$ cat config.mk
export PLATFORM = sky130hd
export DESIGN_NAME = pdmc_top
export DESIGN_NICKNAME = d
export VERILOG_FILES = /design/src/logic/pdmc_pkg.sv /design/src/logic/pdmc_top.sv
export VERILOG_INCLUDE_DIRS = /design/src /design/src/logic
export SDC_FILE = /design/constraint.sdc
export NUM_CORES = 1
export LEC_CHECK = 0
export BUFFER_PORTS_ARGS = -buffer_cell sky130_fd_sc_hd__buf_2
export CORE_UTILIZATION = 58
export CTS_BUF_LIST = sky130_fd_sc_hd__clkbuf_4
export CTS_CLUSTER_DIAMETER = 100
export DETAILED_ROUTE_END_ITERATION = 16
export GPL_TIMING_DRIVEN = 0
export PLACE_DENSITY = 0.88
export SYNTH_ARGS = -nofsm -noshare
export SYNTH_HDL_FRONTEND = slang
export SYNTH_SLANG_ARGS = --single-unit
$ cat constraint.sdc
create_clock -name CLK -period 6 [get_ports CLK]
set_input_delay 1.2 -clock CLK [delete_from_list [all_inputs] [get_ports CLK]]
set_output_delay 1.2 -clock CLK [all_outputs]
set_load 0.05 [all_outputs]
$ cat src/logic/pdmc_defines.svh
// Constants of the power-down mode controller: offsets, fields, reset values, counts
//
// Behaviour
// Deep-sleep pin rising while init low: leave standby, reset, restart oscillator
// Outside party keeps init low after deep-sleep release until oscillator settles
// Init pin rising: run reset exception handling, then normal execution
// Outside party drives init low before driving deep-sleep low
// Halt bit set to 1 stops its unit at bus cycle end; CPU runs on
// Halt bit cleared to 0 restarts its unit at bus cycle end
// Stopped units keep state, except pulse, fine pulse, serial and two-wire units
// After reset every halt bit reads stopped; the clock-out halt bit resets to 0 (running) here
// Register access to a stopped unit is blocked
// Clock-out halt bit 1 stops clock output at cycle end, pin high
// Halt bit 0 with direction 1 drives system clock on the pin
// Direction 0 disables clock output, pin becomes an input
// Pin tristate when direction 0 or hardware standby; high in standby or halted
// Software standby keeps port output levels
// Software disables a unit's interrupts before halting it
// Only the processor writes the halt control registers
// Software keeps the divided system clock at or above 5 MHz
// Divide ratio changes peripheral clock, clock pin and wake wait
// Hardware standby holds all functions reset and ports high impedance
// Software picks a wake wait of 8192 to 262144 states above resonator settling
// Deep-sleep and init pins pass two flip-flops before the state machine
`ifndef PDMC_DEFINES_SVH
`define PDMC_DEFINES_SVH

// ==================================================================
// Register byte offsets
`define PDMC_OFS_HALT_A      8'h00
`define PDMC_OFS_HALT_B      8'h04
`define PDMC_OFS_CLK_CTRL    8'h08
`define PDMC_OFS_LOW_POWER   8'h0c
`define PDMC_OFS_STATUS      8'h10

// ==================================================================
// Field widths, positions and reset values
`define PDMC_HALT_A_W        16
`define PDMC_HALT_B_W        8
`define PDMC_UNITS           24
`define PDMC_HALT_A_RST      16'hffff
`define PDMC_HALT_B_RST      8'hff
`define PDMC_CLK_HALT_BIT    0
`define PDMC_PORT_DIR_BIT    1
`define PDMC_DIV_LSB         4
`define PDMC_WAKE_LSB        0
`define PDMC_SOFT_SBY_BIT    7
`define PDMC_CLK_HALT_RST    1'h0
`define PDMC_PORT_DIR_RST    1'h0
`define PDMC_DIV_RST         3'h0
`define PDMC_WAKE_RST        3'h0
`define PDMC_SOFT_SBY_RST    1'h0
`define PDMC_NO_RETAIN_RST   24'hff0000

// ==================================================================
// Timing counts
`define PDMC_WAKE_W          19
`define PDMC_WAKE_BASE       8192
`define PDMC_WAKE_SHORT      19'h10
`define PDMC_EXC_CYCLES      4'h8

`endif

$ cat src/logic/pdmc_pkg.sv
// Types of the power-down mode controller
package pdmc_pkg;
    `include "pdmc_defines.svh"

    // Power processing states
    typedef enum logic [2:0] {
        PDMC_HW_STANDBY,
        PDMC_RESET_HOLD,
        PDMC_RESET_EXC,
        PDMC_RUN,
        PDMC_SW_STANDBY,
        PDMC_WAKE_WAIT
    } pdmc_state_e;

    // All state of the controller
    typedef struct packed {
        pdmc_state_e                 st;
        logic [1:0]                  sleep_s;
        logic [1:0]                  init_s;
        logic [1:0]                  phi_s;
        logic [`PDMC_HALT_A_W-1:0]   halt_a;
        logic [`PDMC_HALT_B_W-1:0]   halt_b;
        logic                        clk_halt;
        logic                        port_dir;
        logic [2:0]                  div_sel;
        logic [2:0]                  wake_sel;
        logic                        soft_sby;
        logic [2:0]                  div_cnt;
        logic                        phi;
        logic                        tick;
        logic [`PDMC_WAKE_W-1:0]     wait_cnt;
        logic [3:0]                  exc_cnt;
        logic                        dph_wr;
        logic [7:0]                  dph_addr;
        logic [31:0]                 rdata;
        logic [`PDMC_UNITS-1:0]      clear;
    } pdmc_regs_s;
endpackage

$ cat src/logic/pdmc_top.sv
// Power-down mode controller: standby sequencing, unit halt, clock output gating
`timescale 1ns/100ps
`include "pdmc_defines.svh"
module pdmc_top #(
    parameter int                         WAKE_BASE      = `PDMC_WAKE_BASE,
    parameter logic [`PDMC_UNITS-1:0]     NO_RETAIN_MASK = `PDMC_NO_RETAIN_RST
) (
    // Clock and reset
    input  wire logic                     CLK,
    input  wire logic                     ARST_N,
    // AHB-Lite slave
    input  wire logic                     HSEL,
    input  wire logic [7:0]               HADDR,
    input  wire logic [1:0]               HTRANS,
    input  wire logic                     HWRITE,
    input  wire logic [2:0]               HSIZE,
    input  wire logic [31:0]              HWDATA,
    input  wire logic                     HREADY,
    output logic [31:0]                   HRDATA,
    output logic                          HREADYOUT,
    output logic                          HRESP,
    // Board pins
    input  wire logic                     DEEP_SLEEP_PIN_N,
    input  wire logic                     EXTERNAL_INIT_PIN_N,
    input  wire logic                     PHI_I,
    output logic                          PHI_O,
    output logic                          PHI_OE,
    // Processor events
    input  wire logic                     SLEEP_REQ,
    input  wire logic                     WAKE_IRQ,
    // System control
    output logic                          SYS_RESET_N,
    output logic                          RESET_EXC,
    output logic                          CPU_RUN,
    output logic                          OSC_EN,
    output logic                          PORT_HIZ,
    output logic                          PORT_HOLD,
    output logic                          PERIPH_TICK,
    // Per-unit control
    output logic [`PDMC_UNITS-1:0]        UNIT_HALT,
    output logic [`PDMC_UNITS-1:0]        UNIT_ACCESS_EN,
    output logic [`PDMC_UNITS-1:0]        UNIT_STATE_CLEAR
);
    import pdmc_pkg::*;

    pdmc_regs_s                r;
    pdmc_regs_s                n;
    logic [1:0]                rst_sync_r;
    logic                      rst_n;
    logic [`PDMC_UNITS-1:0]    clear_nxt;
    logic                      deep_sleep;
    logic                      init_n;
    logic                      addr_ok;
    logic [2:0]                div_lim;

    // ==================================================================
    // Reset release
    // Release is synchronised so no register leaves reset on a split edge
    always_ff @(posedge CLK or negedge ARST_N) begin
        if (!ARST_N) begin
            rst_sync_r <= 2'h0;
        end else begin
            rst_sync_r <= {rst_sync_r[0], 1'h1};
        end
    end
    assign rst_n = rst_sync_r[1];

    // ==================================================================
    // Wake wait length in divided-clock states
    function automatic logic [`PDMC_WAKE_W-1:0] wait_target(input logic [2:0] sel);
        logic [`PDMC_WAKE_W-1:0] base;
        base = `PDMC_WAKE_W'(WAKE_BASE);
        case (sel)
            3'h7: wait_target = `PDMC_WAKE_SHORT;
            3'h6: wait_target = base;  // Reserved code falls back to the shortest safe wait
            default: wait_target = base << sel;
        endcase
    endfunction

    // ==================================================================
    // Per-unit clear of non-retaining units
    genvar gi;
    generate
        for (gi = 0; gi < `PDMC_UNITS; gi++) begin : g_unit
            // Units without retention lose state while halted
            assign clear_nxt[gi] = NO_RETAIN_MASK[gi] & n.st == PDMC_RUN &
                                   (gi < `PDMC_HALT_A_W ? n.halt_a[gi % `PDMC_HALT_A_W]
                                   : n.halt_b[gi % `PDMC_HALT_B_W]);
        end
    endgenerate

    assign deep_sleep = ~r.sleep_s[1];
    assign init_n     = r.init_s[1];
    assign addr_ok    = HSEL & HTRANS[1] & HREADY;

    // ==================================================================
    // Next-state logic
    always_comb begin
        n = r;
        // Pins pass two flip-flops; only the second stage is read
        n.sleep_s = {r.sleep_s[0], DEEP_SLEEP_PIN_N};
        n.init_s  = {r.init_s[0], EXTERNAL_INIT_PIN_N};
        n.phi_s   = {r.phi_s[0], PHI_I};
        n.tick    = 1'h0;
        n.dph_wr  = 1'h0;

        // Power state machine; deep sleep outranks init, init outranks all else
        case (r.st)
            PDMC_HW_STANDBY: begin
                if (!deep_sleep) begin
                    n.st = PDMC_RESET_HOLD;
                end
            end
            PDMC_RESET_HOLD: begin
                if (init_n) begin
                    n.st      = PDMC_RESET_EXC;
                    n.exc_cnt = 4'h0;
                end
            end
            PDMC_RESET_EXC: begin
                if (r.exc_cnt == `PDMC_EXC_CYCLES - 4'h1) begin
                    n.st = PDMC_RUN;
                end else begin
                    n.exc_cnt = r.exc_cnt + 4'h1;
                end
            end
            PDMC_RUN: begin
                if (SLEEP_REQ && r.soft_sby) begin
                    n.st = PDMC_SW_STANDBY;
                end
            end
            PDMC_SW_STANDBY: begin
                if (WAKE_IRQ) begin
                    n.st       = PDMC_WAKE_WAIT;
                    n.wait_cnt = '0;
                end
            end
            PDMC_WAKE_WAIT: begin
                // Wait counts divided-clock states, so it scales with the ratio
                if (r.wait_cnt >= wait_target(r.wake_sel)) begin
                    n.st = PDMC_RUN;
                end else if (r.tick) begin
                    n.wait_cnt = r.wait_cnt + `PDMC_WAKE_W'(1);
                end
            end
            default: begin
                n.st = PDMC_HW_STANDBY;
            end
        endcase
        if (!init_n && r.st != PDMC_HW_STANDBY) begin
            n.st = PDMC_RESET_HOLD;
        end
        if (deep_sleep) begin
            n.st = PDMC_HW_STANDBY;
        end

        // Divided system clock; stops with the oscillator
        case (r.div_sel)
            3'h1: div_lim = 3'h1;
            3'h2: div_lim = 3'h3;
            default: div_lim = 3'h0;
        endcase
        if (r.st == PDMC_HW_STANDBY || r.st == PDMC_SW_STANDBY) begin
            n.div_cnt = 3'h0;
            n.phi     = 1'h0;
        end else if (r.div_cnt >= div_lim) begin
            n.div_cnt = 3'h0;
            n.phi     = ~r.phi;
            n.tick    = ~r.phi;
        end else begin
            n.div_cnt = r.div_cnt + 3'h1;
        end

        // Data phase write; takes effect at the end of the bus cycle
        if (r.dph_wr && r.st == PDMC_RUN) begin
            case (r.dph_addr)
                `PDMC_OFS_HALT_A: begin
                    n.halt_a = HWDATA[`PDMC_HALT_A_W-1:0];
                end
                `PDMC_OFS_HALT_B: begin
                    n.halt_b = HWDATA[`PDMC_HALT_B_W-1:0];
                end
                `PDMC_OFS_CLK_CTRL: begin
                    n.clk_halt = HWDATA[`PDMC_CLK_HALT_BIT];
                    n.port_dir = HWDATA[`PDMC_PORT_DIR_BIT];
                    n.div_sel  = HWDATA[`PDMC_DIV_LSB +: 3];
                end
                `PDMC_OFS_LOW_POWER: begin
                    n.wake_sel = HWDATA[`PDMC_WAKE_LSB +: 3];
                    n.soft_sby = HWDATA[`PDMC_SOFT_SBY_BIT];
                end
                default: begin
                    n.soft_sby = r.soft_sby;  // Unmapped and read-only: ignored
                end
            endcase
        end

        // Control registers return to their reset values while held in reset
        if (n.st == PDMC_HW_STANDBY || n.st == PDMC_RESET_HOLD) begin
            n.halt_a   = `PDMC_HALT_A_RST;
            n.halt_b   = `PDMC_HALT_B_RST;
            n.clk_halt = `PDMC_CLK_HALT_RST;
            n.port_dir = `PDMC_PORT_DIR_RST;
            n.div_sel  = `PDMC_DIV_RST;
            n.wake_sel = `PDMC_WAKE_RST;
            n.soft_sby = `PDMC_SOFT_SBY_RST;
        end

        // Address phase capture; read data built from post-write values
        n.rdata = 32'h0;
        if (addr_ok) begin
            n.dph_wr   = HWRITE;
            n.dph_addr = HADDR;
            if (!HWRITE) begin
                case (HADDR)
                    `PDMC_OFS_HALT_A: n.rdata = {16'h0, n.halt_a};
                    `PDMC_OFS_HALT_B: n.rdata = {24'h0, n.halt_b};
                    `PDMC_OFS_CLK_CTRL: begin
                        n.rdata[`PDMC_CLK_HALT_BIT]  = n.clk_halt;
                        n.rdata[`PDMC_PORT_DIR_BIT]  = n.port_dir;
                        n.rdata[`PDMC_DIV_LSB +: 3]  = n.div_sel;
                    end
                    `PDMC_OFS_LOW_POWER: begin
                        n.rdata[`PDMC_WAKE_LSB +: 3] = n.wake_sel;
                        n.rdata[`PDMC_SOFT_SBY_BIT]  = n.soft_sby;
                    end
                    `PDMC_OFS_STATUS: begin
                        n.rdata[2:0] = r.st;
                        n.rdata[3]   = r.phi_s[1];
                    end
                    default: n.rdata = 32'h0;
                endcase
            end
        end
        n.clear = clear_nxt;
    end

    // ==================================================================
    // State register
    always_ff @(posedge CLK or negedge rst_n) begin
        if (!rst_n) begin
            r          <= '0;
            r.st       <= PDMC_HW_STANDBY;
            r.sleep_s  <= 2'h0;
            r.init_s   <= 2'h0;
            r.halt_a   <= `PDMC_HALT_A_RST;
            r.halt_b   <= `PDMC_HALT_B_RST;
            r.clear    <= `PDMC_NO_RETAIN_RST;
        end else begin
            r <= n;
        end
    end

    // ==================================================================
    // Bus answers: zero wait state, always OKAY
    assign HREADYOUT = 1'h1;
    assign HRESP     = 1'h0;
    assign HRDATA    = r.rdata;

    // ==================================================================
    // System outputs decoded from the state register
    assign SYS_RESET_N = ~(r.st == PDMC_HW_STANDBY || r.st == PDMC_RESET_HOLD);
    assign RESET_EXC   = r.st == PDMC_RESET_EXC;
    assign CPU_RUN     = r.st == PDMC_RUN;
    assign OSC_EN      = ~(r.st == PDMC_HW_STANDBY || r.st == PDMC_SW_STANDBY);
    assign PORT_HIZ    = r.st == PDMC_HW_STANDBY;
    assign PORT_HOLD   = r.st == PDMC_SW_STANDBY || r.st == PDMC_WAKE_WAIT;
    assign PERIPH_TICK = r.tick;

    // ==================================================================
    // Unit halt and access gating; halts never touch the processor
    assign UNIT_HALT        = {r.halt_b, r.halt_a};
    assign UNIT_ACCESS_EN   = ~{r.halt_b, r.halt_a};
    assign UNIT_STATE_CLEAR = r.clear;

    // ==================================================================
    // Clock output pin; tristate when an input or in hardware standby
    assign PHI_OE = r.port_dir & (r.st != PDMC_HW_STANDBY);
    assign PHI_O  = (r.clk_halt || PORT_HOLD) ? 1'h1 : r.phi;
endmodule

Yosys cells after proc, flatten, opt, wreduce, memory -nomap -nowiden
Cells that the tools add are included.
{"block": "word_totals", "regBits": 121, "wordCells": 123, "input_bits": 55, "out_inout_bits": 115}
{"block": "classes", "mux": 38, "reduce_logical": 19, "addsub": 3, "n_lt_le_gt_ge": 2, "n_eq_ne": 24, "n_bitwise": 15, "shift": 1}
{"op": "2-to-1 mux 19 bit", "count": 4}
{"op": "case mux 19 bit (2 select lines)", "count": 2}
{"op": "2-to-1 mux 33 bit", "count": 2}
{"op": "2-to-1 mux 41 bit", "count": 1}
{"op": "equality test 8 x 4 -> 1 bit, second input constant", "count": 4}
{"op": "2-to-1 mux 16 bit", "count": 2}
{"op": "2-to-1 mux 3 bit", "count": 9}
{"op": "inverter 24 bit", "count": 1}
{"op": "adder 19 x 1 -> 19 bit, second input constant", "count": 1}
{"op": ">= comparator 19 bit", "count": 1}
{"op": "left shift 14 x 3 -> 19 bit, first input constant", "count": 1}
{"op": "case mux 3 bit (6 select lines)", "count": 1}
{"op": "equality test 8 x 3 -> 1 bit, second input constant", "count": 2}
{"op": "zero test 8 bit", "count": 2}
{"op": "2-to-1 mux 8 bit", "count": 2}
{"op": "equality test 3 x 2 -> 1 bit, second input constant", "count": 4}
{"op": "equality test 3 bit, second input constant", "count": 4}
{"op": "2-to-1 mux 4 bit", "count": 3}
{"op": "AND 1 bit", "count": 11}
{"op": "inequality test 2 bit, second input constant", "count": 5}
{"op": "case mux 2 bit (5 select lines)", "count": 1}
{"op": "equality test 3 x 1 -> 1 bit, second input constant", "count": 3}
{"op": "case mux 3 bit (3 select lines)", "count": 1}
{"op": "equality test 8 x 5 -> 1 bit, second input constant", "count": 1}
{"op": "other kinds (20)", "count": 34}

Logic depth before layout (Yosys ltp)
Gate-level depths: netlist of run 1.
{"block": "logic_depth", "ltp_word": 14, "ltp_mapped": 10, "depth_no_buf": 9}

Worst setup path after synthesis of run 1
OpenSTA, ideal clock, no wires.
{"block": "synth_path", "path_type": "register to output", "from": "reg r[132] (netlist name)", "to": "out PHI_OE", "required_time_ps": 4800, "setup_slack_ps": 2569, "n_path_buf": 1, "arrival_ps": 2231, "stages_incl_launch_ff": 4, "path_cell_list": "dfrtp_1 > clkbuf_1 > nor3_1 > nor2b_1"}
{"block": "synth_between", "elab_chain_cells": 2}
{"element": "start, declared", "line_no": "pdmc_top.sv:46", "rtl": "pdmc_regs_s r;"}
{"element": "start signal, assigned", "line_no": "pdmc_top.sv:250", "rtl": "r <= n;"}
{"element": "nonzero test 3 bit", "line_no": "pdmc_top.sv:278", "rtl": "assign PHI_OE = r.port_dir & (r.st != PDMC_HW_STANDBY);"}
{"element": "AND 1 bit", "line_no": "pdmc_top.sv:278"}
{"element": "end, declared", "line_no": "pdmc_top.sv:27", "rtl": "output logic PHI_OE,"}
No other way between the ends.

Final worst setup path of run 1
{"block": "layout_path", "from": "reg r[134] (netlist name)", "to": "out PHI_O"}
{"block": "layout_between", "elab_chain_cells": 4, "word_cells_on_any_way": 5, "classes_between": "eq/ne (2); mux (1); reduce/logical (2)"}
{"element": "equality test 3 bit", "line_no": "pdmc_top.sv:267", "rtl": "assign PORT_HOLD = r.st == PDMC_SW_STANDBY || r.st == PDMC_WAKE_WAIT;"}
{"element": "logical OR 1 bit *", "line_no": "pdmc_top.sv:267"}
{"element": "logical OR 1 bit *", "line_no": "pdmc_top.sv:279", "rtl": "assign PHI_O = (r.clk_halt || PORT_HOLD) ? 1'h1 : r.phi;"}
{"element": "2-to-1 mux 1 bit *", "line_no": "pdmc_top.sv:279"}
{"element": "end, declared", "line_no": "pdmc_top.sv:26", "rtl": "output logic PHI_O,"}
Mark *: on every way between the ends. The rest lies on a longest branch, timed or not.

==> results.cfg, run 1 <==
[pwr]
p_switching_w = 0.0004027
swShare_pct = 31.36
clkPwrFrac_pct = 27.0
p_int_w = 0.0008813
ir_worst_vdd_mv = 0.1518
cellPowerDensity_mw_per_mm2 = 190.0
leakagePower_nw = 3.642
sequentialPowerShare_pct = 58.3
comb_power_share_pct = 14.7

[detailed_routing]
wl_per_cell_um = 15.43
route.met2.wl_um = 6907
drt_pass1_iterations = 5
drt_iter0_drc = 325
wl_met1_um = 5515
avgViaCountPerCell = 5.485
final_antenna_net_count = 0
drc = 0
top_layer_used = met4
vias = 4843
postRouteWirelength_um = 13620
wl_met3_um = 902

[timing]
fin_crit_ps = 3110
period_share_pct = 51.83
max-slew-margin-rel_pct = 50.36
worstMarginPinSlew_ps = 738.4
hold_viol = 0
rsz0062_at_grt = no
fmax_mhz = 321.6
report.final.slew_viol_count = 0
clock_skew_ps = 18.53
setup_slack_ps = 2890
final-setup-viol-count = 0
fin_tns_setup_ps = 0

[logic_synthesis]
synth_top_area_share_pct = 31.82
synth-seq-area-share_pct = 46.47
netlist-cell-type-count = 66
ys_async_sr_fraction_pct = 100.0
yosysTopAreaCell = dfrtp_1
ys_top_cells_by_area = dfrtp_1, dfstp_2, buf_4
avgSynthCellArea_um2 = 9.746
synth_seq_cells = 105
synthFlopType = dfrtp_1
ys_warn_count = 0
synth_edf_count = 0
post-synth-top-count-cell = buf_4
syn_inst = 589
syn-cell-area_mm2 = 0.005741
synthTopCellsByCount = buf_4, dfrtp_1, nand2_1

[placement]
place_hpwl_um = 10280
port_buffers = 114
gp_congestion = 0.9212
post_dp_cell_area_mm2 = 0.006628
dp_slack_ps = 2765

[clock_tree]
cts_resized = 0
post_cts_buffers = 0
path_clk_slew_ps = 170
cts-root-buf = clkbuf_4
cts_tree = yes
numCtsBuffers = 9
clock_latency_ps = 460
clk_path_buf_depth = 2
clock-sinks = 105
h-tree-depth = 3
cts-hold-fix-buffers = 0

[run]
drv_cap = 0

[finish]
final_cell_area_mm2 = 0.006759
num-nets-final = 816
fin_util_pct = 71.79
drive_gt1_share_pct = 36.92
syn2layout_area_growth_pct = 17.74
fillCellCount = 704

[global_routing]
grt_use_total_pct = 27.06
grt_max_degree = 76
antenna_found_initial = 1
grt_pass1_vias = 4665
grt_pass1_wl_um = 21470
grt_overflow = 0

[critical_path]
required_ps = 4800
crit_type = register to primary output
cp_max_fo = 10
cp.arrival_ps = 1910
cp-end-kind = primary output
r2r_cells = 8
cp-start-kind = register

[floorplanning]
die_w_um = 101.5
core.rowCount = 35
start_util_pct = 60.97
core_area_mm2 = 0.009415
die_h_um = 101.5
dieArea_mm2 = 0.01030
design.portCount = 170

[worst_hold_path]
hold_path.class = register to async pin

[status]
outcome = completed
==> cell type report <==
type                       count  area (um^2)  area share, %
inverter                      40        150.1          2.221
antenna                        1        2.502        0.03702
buffer                       103        704.4          10.42
multi-input combinational    374         2342          34.65
clock buffer                   9        67.56         0.9996
sequential                   105         2671          39.52
tap                          129        161.4          2.388
clock inverter                 7        61.31         0.9071
timing repair buffer         115        598.1          8.849
==> cell usage in the layout (no fill, tap or decap), types with 5 or more instances in the layout <==
cell and instances:
a221o_1 5, o21ai_0 8, clkbuf_4 9, or4_1 5, xor2_1 9, mux2_2 7, conb_1 35, and2_1 8
clkbuf_1 10, nor2_1 37, nor2b_1 5, a21oi_1 28, o21ai_1 13, buf_4 82, dfstp_2 32, mux2i_1 21
nand3_1 17, or3b_2 5, ha_1 13, o211ai_1 6, buf_2 122, a31oi_1 9, inv_1 39, and3_1 8
nand4_1 9, nand2_1 56, nor3_1 7, dfrtp_1 72
==> power by group through the flow <==
stage / registers [W] / logic (W) / clock network (W)
5_1_grt: 0.000752 / 0.000202 / 0.000379
6_report: 0.000748 / 0.000189 / 0.000347
3_3_place_gp: 0.000767 / 0.000172 / 0
4_1_cts: 0.000748 / 0.000188 / 0.000352
2_1_floorplan: 0.000766 / 0.000137 / 0
3_5_place_dp: 0.000760 / 0.000187 / 0
==> registers in the layout, indices dropped and copies added, names as in the netlist <==
signal            flops
n                     3
UNIT_HALT            24
init_n                1
UNIT_STATE_CLEAR      8
r                    50
HRDATA               16
rst_sync_r            2
PERIPH_TICK           1
==> per-stage QoR <==
step / total power, W / hold WS (ps) / std cells
3_5_place_dp: 0.0009479 / 264.1 / 866
6_report: 0.001284 / 254.8 / 883
3_3_place_gp: 0.0009390 / 332.3 / 865
4_1_cts: 0.001288 / 275.6 / 882
2_1_floorplan: 0.0009022 / 331.2 / 622
5_1_grt: 0.001332 / 296.9 / 883
==> metal layers <==
layer  vias up  track usage (%)
met5         -                0
met4         0            13.27
met3        33            4.831
met2       225            44.90
met1      2337            34.39
li1       2248                -
==> path summary, 6_finish.rpt <==
path                               startpoint              endpoint  slack, ps
worst max-delay path                   r[134]                 PHI_O       2890
worst min register to register  rst_sync_r[1]                 r[63]        250
worst min-delay path            rst_sync_r[1]                 r[63]        250
max in group asynchronous       rst_sync_r[1]          UNIT_HALT[4]       5020
min in group CLK                       n[131]                r[131]        370
worst max register to register          r[96]  UNIT_STATE_CLEAR[23]       2970
==> cells by family (layout without fill, tap and decap cells) <==
kind of cell	Yosys count	count (layout)	synth area share, %
buf+inv	143	274	14.89
xor+xnor	13	13	1.983
fa+ha+maj	13	13	2.834
simple gates	191	191	18.03
compound gates	94	94	10.64
flops	105	105	46.47
other cells	2	36	0.1308
mux	28	28	5.035
==> worst max-delay path, stage by stage, from the launching register on <==
cell and delay, ps:
dfrtp_1 420, buf_2 190, and2b_1 250, or3_1 370, buf_2 230
Note: power is estimated with default switching activity, not from simulation.
==> run 2, diff against run 1 <==
--- a/config.mk
+++ b/config.mk
@@ -7,12 +7,12 @@
 export NUM_CORES = 1
 export LEC_CHECK = 0
 export BUFFER_PORTS_ARGS = -buffer_cell sky130_fd_sc_hd__buf_2
-export CORE_UTILIZATION = 58
+export CORE_UTILIZATION = 54
 export CTS_BUF_LIST = sky130_fd_sc_hd__clkbuf_4
 export CTS_CLUSTER_DIAMETER = 100
 export DETAILED_ROUTE_END_ITERATION = 16
 export GPL_TIMING_DRIVEN = 0
-export PLACE_DENSITY = 0.88
+export PLACE_DENSITY = 0.83
 export SYNTH_ARGS = -nofsm -noshare
 export SYNTH_HDL_FRONTEND = slang
 export SYNTH_SLANG_ARGS = --single-unit
==> constraint.sdc (replaced) <==
create_clock -name CLK -period 3.1 [get_ports CLK]
set_input_delay 0.62 -clock CLK [delete_from_list [all_inputs] [get_ports CLK]]
set_output_delay 0.62 -clock CLK [all_outputs]
set_load 0.05 [all_outputs]
==> run 2 against run 1 <==
Compared with the run above: flip-flop and latch count unchanged; die area up 7.3%; clock skew up 0.98 ps; combinational power up 90%; core utilization down 6.1 points; power up 96%; setup slack worse by 2700 ps; design area up 0.37%; critical path type is now register to register; critical endpoint is now UNIT_STATE_CLEAR[16].
==> results.cfg, run 2 (same netlist as run 1, synthesis figures left out) <==
[finish]
layout_common_cells = buf_2, buf_4, dfrtp_1
layout_commonest_cell = buf_2
drive_gt1_share_pct = 36.87
antennaDiodeCount = 0
top_register = r
final_cell_area_mm2 = 0.006784
num-nets-final = 817
syn2layout_area_growth_pct = 18.18
largest_reg_flops = 50

[clock_tree]
clk_path_buf_depth = 2
post_cts_buffers = 0
path_clk_slew_ps = 180
h-tree-depth = 3
clock_latency_ps = 480
numCtsBuffers = 9
clock-sinks = 105
cts_tree = yes
cts-root-buf = clkbuf_4

[timing]
fmax_mhz = 342.8
setup_slack_ps = 182.5
clock_skew_ps = 19.51
worstMarginPinSlew_ps = 794.2
final-setup-viol-count = 0
period_share_pct = 94.11
hold_viol = 0
fin_crit_ps = 2918
rsz0062_at_grt = no
report.final.slew_viol_count = 0
max-slew-margin-rel_pct = 47.05

[floorplanning]
start_util_pct = 55.61
die_w_um = 105.1
core_area_mm2 = 0.01032
design.portCount = 170
dieArea_mm2 = 0.01105
die_h_um = 105.1
core.rowCount = 37

[detailed_routing]
avgViaCountPerCell = 5.317
postRouteWirelength_um = 13310
drc = 0
final_antenna_net_count = 0
vias = 4732
wl_per_cell_um = 14.96
drt_pass1_iterations = 5
drt_iter0_drc = 366

[critical_path]
cp-end-kind = register
r2r-end = UNIT_STATE_CLEAR[16]
timing.rr.start = r[94]
cp_max_fo = 8
r2r_cells = 8
cp-start-kind = register
crit_type = register to register
required_ps = 3500
cp.arrival_ps = 3320
rrSetupSlack_ps = 180

[status]
outcome = completed

[placement]
dp_slack_ps = 168.5
gp_congestion = 0.9421
post_dp_cell_area_mm2 = 0.006629
place_hpwl_um = 9877
port_buffers = 114

[global_routing]
grt_pass1_vias = 4614
antenna_found_initial = 0
grt_max_degree = 62
grt_pass1_wl_um = 21700
grt_use_total_pct = 24.70
grt_overflow = 0

[worst_hold_path]
hold_path.class = input port to register
min_delay_path_depth = 1
hp-start = PHI_I
whs_endpoint = n[127]

[pwr]
cellPowerDensity_mw_per_mm2 = 371.7
leakagePower_nw = 3.649
ir_worst_vdd_mv = 0.2703

[run]
drv_cap = 0
[run 2: where the power goes]
group	total (W)	internal, W	switching (W)
clock network	0.000704	0.000196	0.000509
logic	0.000360	0.000109	0.000251
registers	0.00146	0.00141	0.0000433
[run 2: area by class of cell]
type / instances / area [um^2]
plain buffers: 103 / 704.4
clock buffers: 10 / 75.07
clock inverters: 6 / 62.56
fillers: 839 / 3540
inverters: 40 / 150.1
multi-input cells: 374 / 2350
flip-flops and latches: 105 / 2671
well taps: 136 / 170.2
repair buffers: 116 / 600.6
[run 2: timing repair]
action,4_1_cts,5_1_grt
setup endpoints to repair,0,7
endpoints found under the hold margin,2,0
resized for setup,0,1
hold buffers,1,0
[run 2: how the worst max path moves through the flow]
stage | startpoint | endpoint | slack (ps) | depth (start not counted)
floorplan | rst_sync_r[1] | HRDATA[0] | 10 | 0
global placement | rst_sync_r[1] | HRDATA[8] | -1000 | 0
detailed placement | r[94] | r[73] | 170 | 9
CTS | r[95] | r[73] | 140 | 9
global route | r[96] | UNIT_STATE_CLEAR[23] | 90 | 8
finish | r[94] | UNIT_STATE_CLEAR[16] | 180 | 8
[run 2: metal layers]
metal / vias up / part of all wire [%] / GRT usage (%)
met2: 236 / 50 / 42.53
met4: 0 / 2.1 / 9.960
li1: 2236 / - / -
met5: - / 0 / 0
met1: 2235 / 41 / 31.51
met3: 25 / 6.9 / 3.182
[run 2: per-stage QoR]
step	util, %	hold slack, ps	cells	TNS, ps	power, W
6_report	65.71	234.3	890	0	0.002522
5_1_grt	65.71	224.5	890	0	0.002605
4_1_cts	65.64	230.6	890	0	0.002522
3_5_place_dp	64.21	335.5	873	0	0.001836
3_3_place_gp	63.98	336.7	872	-70590	0.001819
2_1_floorplan	-	324.4	622	0	0.001746
[run 2: critical path, stage by stage, from the launching register on]
cell	delay, ps
dfrtp_1	480
or3b_2	490
ha_1	300
nand4_1	140
a211oi_2	420
o311ai_0	250
a21oi_1	250
nand2_1	290
a21oi_1	220
